$ cat src/irq_prio_pkg.sv
// constants shared by the priority controller, its cpu-side end and the link
// assumes one 100 MHz clock domain for both ends
package irq_prio_pkg;
   // =========================================
   // device register indices and fields
   localparam int         NSRC        = 8;
   localparam logic [1:0] REG_PRIO15  = 2'h0;
   localparam logic [1:0] REG_PRIO16  = 2'h1;
   localparam logic [1:0] REG_PRIO17  = 2'h2;
   localparam logic [1:0] REG_VSTAT   = 2'h3;
   localparam logic [2:0] PRIO_RESET  = 3'h4;
   localparam logic [2:0] PRIO_OFF    = 3'h0;
   localparam logic [3:0] LVL_USR_MAX = 4'h7;
   localparam logic [3:0] LVL_BLK_MAX = 4'h6;
   localparam logic [3:0] TRAP_LEVEL  = 4'h8;
   localparam logic [6:0] TRAP_VEC    = 7'h00;
   localparam int         VSTAT_LVL   = 8;
   localparam int         VSTAT_VEC   = 0;
   localparam int         VEC_OFFSET  = 8;
   // per source, index 7 first: dma6, dma7, can_a, can_b, uart_a, uart_b, audio, dma5
   localparam logic [7:0][1:0] SRC_REG =
      {REG_PRIO17, REG_PRIO17, REG_PRIO17, REG_PRIO17,
       REG_PRIO16, REG_PRIO16, REG_PRIO15, REG_PRIO15};
   localparam logic [7:0][3:0] SRC_LSB =
      {4'h0, 4'h4, 4'h8, 4'hc, 4'h4, 4'h8, 4'h0, 4'h4};
   localparam logic [7:0][6:0] SRC_VEC =
      {7'h17, 7'h16, 7'h15, 7'h14, 7'h13, 7'h12, 7'h11, 7'h10};
   // =========================================
   // cpu-side end registers
   localparam logic [2:0] H_CTRL  = 3'h0;
   localparam logic [2:0] H_STAT  = 3'h1;
   localparam logic [2:0] H_IST   = 3'h2;
   localparam logic [2:0] H_ICLR  = 3'h3;
   localparam logic [2:0] H_IEN   = 3'h4;
   localparam logic [2:0] H_DADDR = 3'h5;
   localparam logic [2:0] H_DDATA = 3'h6;
   localparam int CTRL_NEST  = 0;
   localparam int CTRL_MASK  = 1;
   localparam int CTRL_UNMSK = 2;
   localparam int CTRL_BLK   = 3;
   localparam int CTRL_TCLR  = 4;
   localparam int NEV        = 3;
   localparam int EV_TAKE    = 0;
   localparam int EV_TRAP    = 1;
   localparam int EV_UNDER   = 2;
   localparam int STK_DEPTH  = 8;
   localparam logic [3:0] SP_FULL = 4'h8;
   localparam int STAT_LVL = 0;
   localparam int STAT_SP  = 4;
   localparam int STAT_VEC = 8;
   // =========================================
   // timed block window
   localparam int          CLK_MHZ     = 100;
   localparam int          BLK_TIME_NS = 1000;
   localparam logic [15:0] BLK_CYC     = 16'((BLK_TIME_NS * CLK_MHZ) / 1000);
endpackage : irq_prio_pkg

$ cat src/irq_link_if.sv
// link between the priority controller and the cpu-side end
// assumes both ends share clk; the testbench instantiates and joins them
`timescale 1ns/1ps
interface irq_link_if;
   logic [1:0]  reg_addr;
   logic [15:0] reg_wdata;
   logic        reg_wr;
   logic        reg_rd;
   logic [15:0] reg_rdata;
   logic [3:0]  cpu_level;
   logic        in_service;
   logic        nest_dis;
   logic        blk_active;
   logic        trap_clr;
   logic        irq_valid;
   logic        irq_trap;
   logic [6:0]  irq_vec;
   logic [3:0]  irq_lvl;
   modport ctrl (
      input  reg_addr, reg_wdata, reg_wr, reg_rd, cpu_level, in_service,
      input  nest_dis, blk_active, trap_clr,
      output reg_rdata, irq_valid, irq_trap, irq_vec, irq_lvl
   );
   modport cpu (
      output reg_addr, reg_wdata, reg_wr, reg_rd, cpu_level, in_service,
      output nest_dis, blk_active, trap_clr,
      input  reg_rdata, irq_valid, irq_trap, irq_vec, irq_lvl
   );
endinterface : irq_link_if

$ cat src/irq_cpu_end.sv
// cpu-side end: holds the cpu level and its save stack, takes interrupts,
// runs the timed block, and gives software a register port
// assumes the controller end is on the same clk
//
// Our own choices: strobed register access and the placing of the registers.
`timescale 1ns/1ps
module irq_cpu_end (
   input  wire logic        clk,
   input  wire logic        rst_n,
   input  wire logic        ce,
   input  wire logic [2:0]  addr,
   input  wire logic [15:0] wdata,
   input  wire logic        wr,
   input  wire logic        rd,
   input  wire logic        ret,
   output logic [15:0]      rdata,
   output logic             irq_out,
   irq_link_if.cpu          lnk
);
   // =========================================
   // state
   typedef enum logic [1:0] { RUN = 2'b01, SETTLE = 2'b10 } ph_e;
   typedef struct packed {
      ph_e             ph;
      logic [3:0]      lvl;
      logic [7:0][3:0] stk;
      logic [3:0]      sp;
      logic            nest;
      logic [15:0]     cnt;
      logic            blk;
      logic            tclr;
      logic [2:0]      ist;
      logic [2:0]      ien;
      logic            irq;
      logic [1:0]      daddr;
      logic [15:0]     ddata;
      logic            dpend;
      logic [6:0]      vec;
      logic            dwr;
      logic            drd;
      logic [15:0]     dwd;
      logic [15:0]     rdata;
   } cpu_s;

   cpu_s st;
   cpu_s next_st;

   // =========================================
   // next state
   // the level change needs one cycle to reach the controller's
   // registered request, so SETTLE ignores the stale one
   always_comb
   begin
      logic [irq_prio_pkg::NEV-1:0] ev;
      logic                         push;
      logic                         pop;
      logic [3:0]                   nlvl;
      next_st = st;
      ev = '0;
      push = 1'b0;
      pop = 1'b0;
      nlvl = st.lvl;
      next_st.ph = RUN;
      next_st.tclr = 1'b0;
      next_st.dwr = 1'b0;
      next_st.drd = 1'b0;
      next_st.dpend = st.drd;
      if (st.dpend)
      begin
         next_st.ddata = lnk.reg_rdata;
      end
      if (wr && (addr == irq_prio_pkg::H_CTRL))
      begin
         next_st.nest = wdata[irq_prio_pkg::CTRL_NEST];
         next_st.tclr = wdata[irq_prio_pkg::CTRL_TCLR];
         if (wdata[irq_prio_pkg::CTRL_BLK])
         begin
            next_st.cnt = irq_prio_pkg::BLK_CYC;
         end
         if (wdata[irq_prio_pkg::CTRL_MASK])
         begin
            push = 1'b1;
            nlvl = (st.lvl > irq_prio_pkg::LVL_USR_MAX) ? st.lvl : irq_prio_pkg::LVL_USR_MAX;
         end
         else if (wdata[irq_prio_pkg::CTRL_UNMSK])
         begin
            pop = 1'b1;
         end
      end
      else if (ret)
      begin
         pop = 1'b1;
      end
      else if ((st.ph == RUN) && lnk.irq_valid && (lnk.irq_lvl > st.lvl)
               && (st.sp != irq_prio_pkg::SP_FULL))
      begin
         push = 1'b1;
         nlvl = lnk.irq_lvl;
         next_st.vec = lnk.irq_vec;
         ev[irq_prio_pkg::EV_TAKE] = 1'b1;
         ev[irq_prio_pkg::EV_TRAP] = lnk.irq_trap;
      end
      if (push && (st.sp != irq_prio_pkg::SP_FULL))
      begin
         next_st.stk[st.sp[2:0]] = st.lvl;
         next_st.sp = st.sp + 4'h1;
         next_st.lvl = nlvl;
         next_st.ph = SETTLE;
      end
      else if (pop && (st.sp != 4'h0))
      begin
         next_st.lvl = st.stk[3'(st.sp - 4'h1)];
         next_st.sp = st.sp - 4'h1;
         next_st.ph = SETTLE;
      end
      else if (pop)
      begin
         ev[irq_prio_pkg::EV_UNDER] = 1'b1;
      end
      if (st.cnt != 16'h0000 && !(wr && addr == irq_prio_pkg::H_CTRL && wdata[irq_prio_pkg::CTRL_BLK]))
      begin
         next_st.cnt = st.cnt - 16'h0001;
      end
      next_st.blk = (next_st.cnt != 16'h0000);
      if (wr && (addr == irq_prio_pkg::H_IEN))
      begin
         next_st.ien = wdata[irq_prio_pkg::NEV-1:0];
      end
      if (wr && (addr == irq_prio_pkg::H_DADDR))
      begin
         next_st.daddr = wdata[1:0];
         next_st.drd = 1'b1;
      end
      if (wr && (addr == irq_prio_pkg::H_DDATA))
      begin
         next_st.dwr = 1'b1;
         next_st.dwd = wdata;
      end
      // an event in the clearing cycle survives the clear
      next_st.ist = ev | (st.ist & ~((wr && addr == irq_prio_pkg::H_ICLR) ? wdata[irq_prio_pkg::NEV-1:0] : 3'h0));
      next_st.irq = |(next_st.ist & next_st.ien);
      next_st.rdata = 16'h0000;
      if (rd)
      begin
         unique case (addr)
            irq_prio_pkg::H_CTRL:  next_st.rdata = 16'(st.nest);
            irq_prio_pkg::H_STAT:  next_st.rdata = {1'b0, st.vec, st.sp, st.lvl};
            irq_prio_pkg::H_IST:   next_st.rdata = 16'(st.ist);
            irq_prio_pkg::H_IEN:   next_st.rdata = 16'(st.ien);
            irq_prio_pkg::H_DADDR: next_st.rdata = 16'(st.daddr);
            irq_prio_pkg::H_DDATA: next_st.rdata = st.ddata;
            default:               next_st.rdata = 16'h0000;
         endcase
      end
   end

   // =========================================
   // register
   always_ff @(posedge clk or negedge rst_n)
   begin
      if (!rst_n)
      begin
         st <= '0;
         st.ph <= RUN;
      end
      else if (ce)
      begin
         st <= next_st;
      end
   end

   assign rdata = st.rdata;
   assign irq_out = st.irq;
   assign lnk.reg_addr = st.daddr;
   assign lnk.reg_wdata = st.dwd;
   assign lnk.reg_wr = st.dwr;
   assign lnk.reg_rd = st.drd;
   assign lnk.cpu_level = st.lvl;
   assign lnk.in_service = (st.sp != 4'h0);
   assign lnk.nest_dis = st.nest;
   assign lnk.blk_active = st.blk;
   assign lnk.trap_clr = st.tclr;
endmodule : irq_cpu_end

$ cat src/flat_wrapper.sv
// flat-port wrapper written by rule: the top's interface ports become plain ports
module irq_cpu_end_flat 
  (clk, rst_n, ce, addr, wdata, wr, rd, ret, rdata, irq_out, lnk_reg_addr, lnk_reg_wdata, lnk_reg_wr, lnk_reg_rd, lnk_cpu_level, lnk_in_service, lnk_nest_dis, lnk_blk_active, lnk_trap_clr, lnk_reg_rdata, lnk_irq_valid, lnk_irq_trap, lnk_irq_vec, lnk_irq_lvl);
  irq_link_if lnk_i ();
  input  wire logic clk;
  input  wire logic rst_n;
  input  wire logic ce;
  input  wire logic [2:0] addr;
  input  wire logic [15:0] wdata;
  input  wire logic wr;
  input  wire logic rd;
  input  wire logic ret;
  output logic [15:0] rdata;
  output logic irq_out;
  output wire logic [$bits(lnk_i.reg_addr)-1:0] lnk_reg_addr;
  output wire logic [$bits(lnk_i.reg_wdata)-1:0] lnk_reg_wdata;
  output wire logic [$bits(lnk_i.reg_wr)-1:0] lnk_reg_wr;
  output wire logic [$bits(lnk_i.reg_rd)-1:0] lnk_reg_rd;
  output wire logic [$bits(lnk_i.cpu_level)-1:0] lnk_cpu_level;
  output wire logic [$bits(lnk_i.in_service)-1:0] lnk_in_service;
  output wire logic [$bits(lnk_i.nest_dis)-1:0] lnk_nest_dis;
  output wire logic [$bits(lnk_i.blk_active)-1:0] lnk_blk_active;
  output wire logic [$bits(lnk_i.trap_clr)-1:0] lnk_trap_clr;
  input wire logic [$bits(lnk_i.reg_rdata)-1:0] lnk_reg_rdata;
  input wire logic [$bits(lnk_i.irq_valid)-1:0] lnk_irq_valid;
  input wire logic [$bits(lnk_i.irq_trap)-1:0] lnk_irq_trap;
  input wire logic [$bits(lnk_i.irq_vec)-1:0] lnk_irq_vec;
  input wire logic [$bits(lnk_i.irq_lvl)-1:0] lnk_irq_lvl;
  assign lnk_reg_addr = lnk_i.reg_addr;
  assign lnk_reg_wdata = lnk_i.reg_wdata;
  assign lnk_reg_wr = lnk_i.reg_wr;
  assign lnk_reg_rd = lnk_i.reg_rd;
  assign lnk_cpu_level = lnk_i.cpu_level;
  assign lnk_in_service = lnk_i.in_service;
  assign lnk_nest_dis = lnk_i.nest_dis;
  assign lnk_blk_active = lnk_i.blk_active;
  assign lnk_trap_clr = lnk_i.trap_clr;
  assign lnk_i.reg_rdata = lnk_reg_rdata;
  assign lnk_i.irq_valid = lnk_irq_valid;
  assign lnk_i.irq_trap = lnk_irq_trap;
  assign lnk_i.irq_vec = lnk_irq_vec;
  assign lnk_i.irq_lvl = lnk_irq_lvl;
  irq_cpu_end u_core (.clk(clk), .rst_n(rst_n), .ce(ce), .addr(addr), .wdata(wdata), .wr(wr), .rd(rd), .ret(ret), .rdata(rdata), .irq_out(irq_out), .lnk(lnk_i));
endmodule
$ cat config.mk
export PLATFORM = sky130hd
export DESIGN_NAME = irq_cpu_end_flat
export DESIGN_NICKNAME = d
export VERILOG_FILES = /design/src/irq_prio_pkg.sv /design/src/irq_link_if.sv /design/src/irq_cpu_end.sv /design/src/flat_wrapper.sv
export SDC_FILE = /design/constraint.sdc
export NUM_CORES = 1
export LEC_CHECK = 0
export BUFFER_PORTS_ARGS = -buffer_cell sky130_fd_sc_hd__buf_4
export CORE_ASPECT_RATIO = 0.7
export CORE_MARGIN = 10
export CORE_UTILIZATION = 50
export CTS_BUF_LIST = sky130_fd_sc_hd__clkbuf_8
export CTS_CLUSTER_DIAMETER = 120
export DETAILED_ROUTE_END_ITERATION = 10
export PLACE_DENSITY = 0.72
export SLEW_MARGIN = 15
export SYNTH_ARGS = -nofsm -noshare
export SYNTH_HDL_FRONTEND = slang
export SYNTH_SLANG_ARGS = --single-unit
$ cat constraint.sdc
create_clock -name clk -period 3.1 [get_ports clk]
set_input_delay 0.31 -clock clk [delete_from_list [all_inputs] [get_ports clk]]
set_output_delay 0.31 -clock clk [all_outputs]
set_load 0.005 [all_outputs]
==> flow_summary.json <==
{
  "seq_area_um2": 3200,
  "end_kind": "register",
  "cellPowerDensity_nw_per_um2": 729,
  "synth_ff_type": "dfrtp_1",
  "rsz0062_at_grt": "no",
  "overflow": 0,
  "wl_mm": 16.6,
  "clock_skew_ns": 0.00907,
  "cts-buffers-inserted": 17,
  "multi_input_area_um2": 2870,
  "start_util": 0.519,
  "cp_top_family": "simple AND/OR/NAND/NOR gates",
  "setup_viol_count_final": 0,
  "cts_max_level": 4,
  "holdCritStartpoint": "wdata[6]",
  "tightest_slew_ns": 0.850,
  "hold_path_class": "in2reg",
  "setup_ws_ns": 0.179,
  "crit_path_max_fanout": 8,
  "syn_area_per_cell_um2": 11.2,
  "cap_violations": 0,
  "grt_pass1_vias": 4879,
  "worstSkewPairLatency_ns": 0.44,
  "final-max-slew-violation-count": 0,
  "status": "finished, final reports clean",
  "critPathKind": "reg2reg",
  "start_kind": "register",
  "port_buffers": 98,
  "final_util": 0.600,
  "grt_max_degree": 63,
  "cts_tree": "done",
  "layout.nets": 710,
  "max-vdd-ir-drop_uv": 386,
  "synth_edf_count": 0,
  "worst_hold_slack_ns": 0.0996,
  "synth_area_um2": 6540,
  "core_area_um2": 12600,
  "max_stage_delay_ns": 0.57,
  "cts_hold_buf": 1,
  "clock_sinks": 128,
  "slew_headroom": 0.433,
  "placementRows": 34,
  "crit_path_start": "u_core.st[87]",
  "worstPathCellList": "inv_1 -> ha_1 -> nand3b_1 -> nand4b_1 -> a21o_1 -> nand2_2 -> nand2_1 -> nor3_1 -> mux2_2",
  "dpl-instance-area_um2": 7180,
  "dp_hpwl_mm": 12.1,
  "via_per_inst": 5.87,
  "cts_resized": 0,
  "die_area_um2": 18100,
  "yosysWarningCount": 0,
  "final_hold_viol_count": 0,
  "min_period_over_period": 0.942,
  "root_buffer": "clkbuf_8",
  "tns_ns": 0,
  "die_w_um": 157,
  "dr.first_iter.drc_count": 499,
  "dp.cells": 790,
  "stdcell_count": 821,
  "post_cts_buffers": 0,
  "synth-seq-cells": 128,
  "wl_per_cell_um": 20.2,
  "synthCells": 584,
  "r2r-start": "u_core.st[87]",
  "worstPathArrival_ns": 3.24,
  "p_total_mw": 5.51,
  "die_h_um": 116,
  "antenna_found_initial": 0,
  "gr-usage-all-layers": 0.186,
  "clk_path_buf_depth": 2,
  "ioPinCount": 99,
  "fmax_mhz": 342,
  "crit_required_ns": 3.42,
  "vias": 4823,
  "grt_pass1_wl_mm": 26.6,
  "final_cell_mix": "dfrtp_1 (127), buf_4 (110), mux2_2 (78), nand2_1 (41), nor2_1 (38)",
  "synth.distinct_cells": 61,
  "routabilityCongestion": 0.897,
  "layout_commonest_cell": "dfrtp_1",
  "clk_pin_slew_worst_paths_ns": 0.07,
  "diodes": 0,
  "detail-route-antenna-nets": 0,
  "drive_gt1_frac": 0.360,
  "syn_nets": 646,
  "crit_slowest_cell": "nor3_1",
  "dp_slack_ns": 0.261,
  "drc": 0,
  "leakage_nw": 3.44,
  "cp_num_buf_inv": 1,
  "layout.cell_area.non_filler_um2": 7550,
  "synth_seq_area_share": 0.490,
  "fillers": 1028,
  "async_flop_share": 1.00,
  "finalCriticalPeriod_ns": 2.92,
  "area.growth.synth_to_final_pct": 15.5,
  "dr.pass1.iters": 6
}
==> registers in the layout, summed over array words and instances (netlist names), 2 cells and up <==
signal,flops
u_core.st,84
u_core.rdata,16
u_core.lnk.cpu_level,4
u_core.lnk.reg_addr,2
u_core.lnk.reg_wdata,16
==> per-layer routing <==
| metal | global-route usage | vias to the layer above | share of wire |
|---|---|---|---|
| li1 | - | 2206 | - |
| met1 | 0.261 | 2403 | 0.47 |
| met2 | 0.270 | 199 | 0.43 |
| met3 | 0.0611 | 15 | 0.089 |
| met4 | 0.0514 | 0 | 0.0087 |
| met5 | 0 | - | 0 |
==> report_power, final <==
group | total [mW] | internal [mW] | switching, mW
registers | 2.50 | 2.11 | 0.385
clock network | 1.32 | 0.695 | 0.627
logic | 1.69 | 0.854 | 0.835
total | 5.51 | 3.66 | 1.85
==> worst paths after layout <==
| path | endpoint | slack (ns) | depth (start not counted) |
|---|---|---|---|
| max | u_core.st[108] | 0.18 | 9 |
| min | u_core.lnk.reg_wdata[6] | 0.1 | 2 |
| max reg2reg | u_core.st[108] | 0.18 | 9 |
| min reg2reg | u_core.lnk.reg_wr | 0.49 | 1 |
| max in group asynchronous | u_core.st[106] | 1.90 | 3 |
| min in group asynchronous | u_core.st[103] | 0.38 | 2 |
==> logic make-up after synthesis <==
family | share of synthesized area
xor+xnor | 0.00670
fa+ha+maj | 0.0168
compound gates | 0.117
flops | 0.490
simple gates | 0.115
mux | 0.183
buf+inv | 0.0712
==> cell type report <==
| type | instances | area share |
|---|---|---|
| multi-input cells | 373 | 0.380 |
| repair buffers | 112 | 0.113 |
| inverters | 16 | 0.00795 |
| clock inverters | 9 | 0.00911 |
| well taps | 162 | 0.0268 |
| clock buffers | 21 | 0.0383 |
| flip-flops and latches | 128 | 0.424 |
==> synth_stat cells (2+ instances only) <==
cell type    n  area, um^2
nor2_1      38         143
buf_4       38         285
o211ai_1     2        15.0
a31oi_1      3        18.8
clkbuf_1    25        93.8
ha_1         8         100
nor3_2       2        20.0
mux2i_1     14         140
dfrtp_1    127        3180
nand2_1     41         154
or3_4        2        22.5
nor3_1      12        60.1
o2bb2ai_1   15         131
inv_1       16        60.1
a21o_1       3        22.5
mux2_2      78         878
nor4_1       3        18.8
nor2b_1      5        31.3
buf_2        3        15.0
a22oi_1     13        97.6
xnor2_1      2        17.5
or4_1        2        15.0
o21ai_1      2        10.0
o31ai_1      4        30.0
nand3_1      8        40.0
or4b_2       2        20.0
and4_1       2        17.5
o221ai_1     3        26.3
o21ai_0     34         170
nand4_1      7        43.8
xor2_1       3        26.3
a21oi_1     23         115
mux4_2       8         180
or3_1        2        12.5
nand3b_1     4        30.0
a22o_1       5        43.8
No activity file was read; power rests on OpenSTA's default activity.
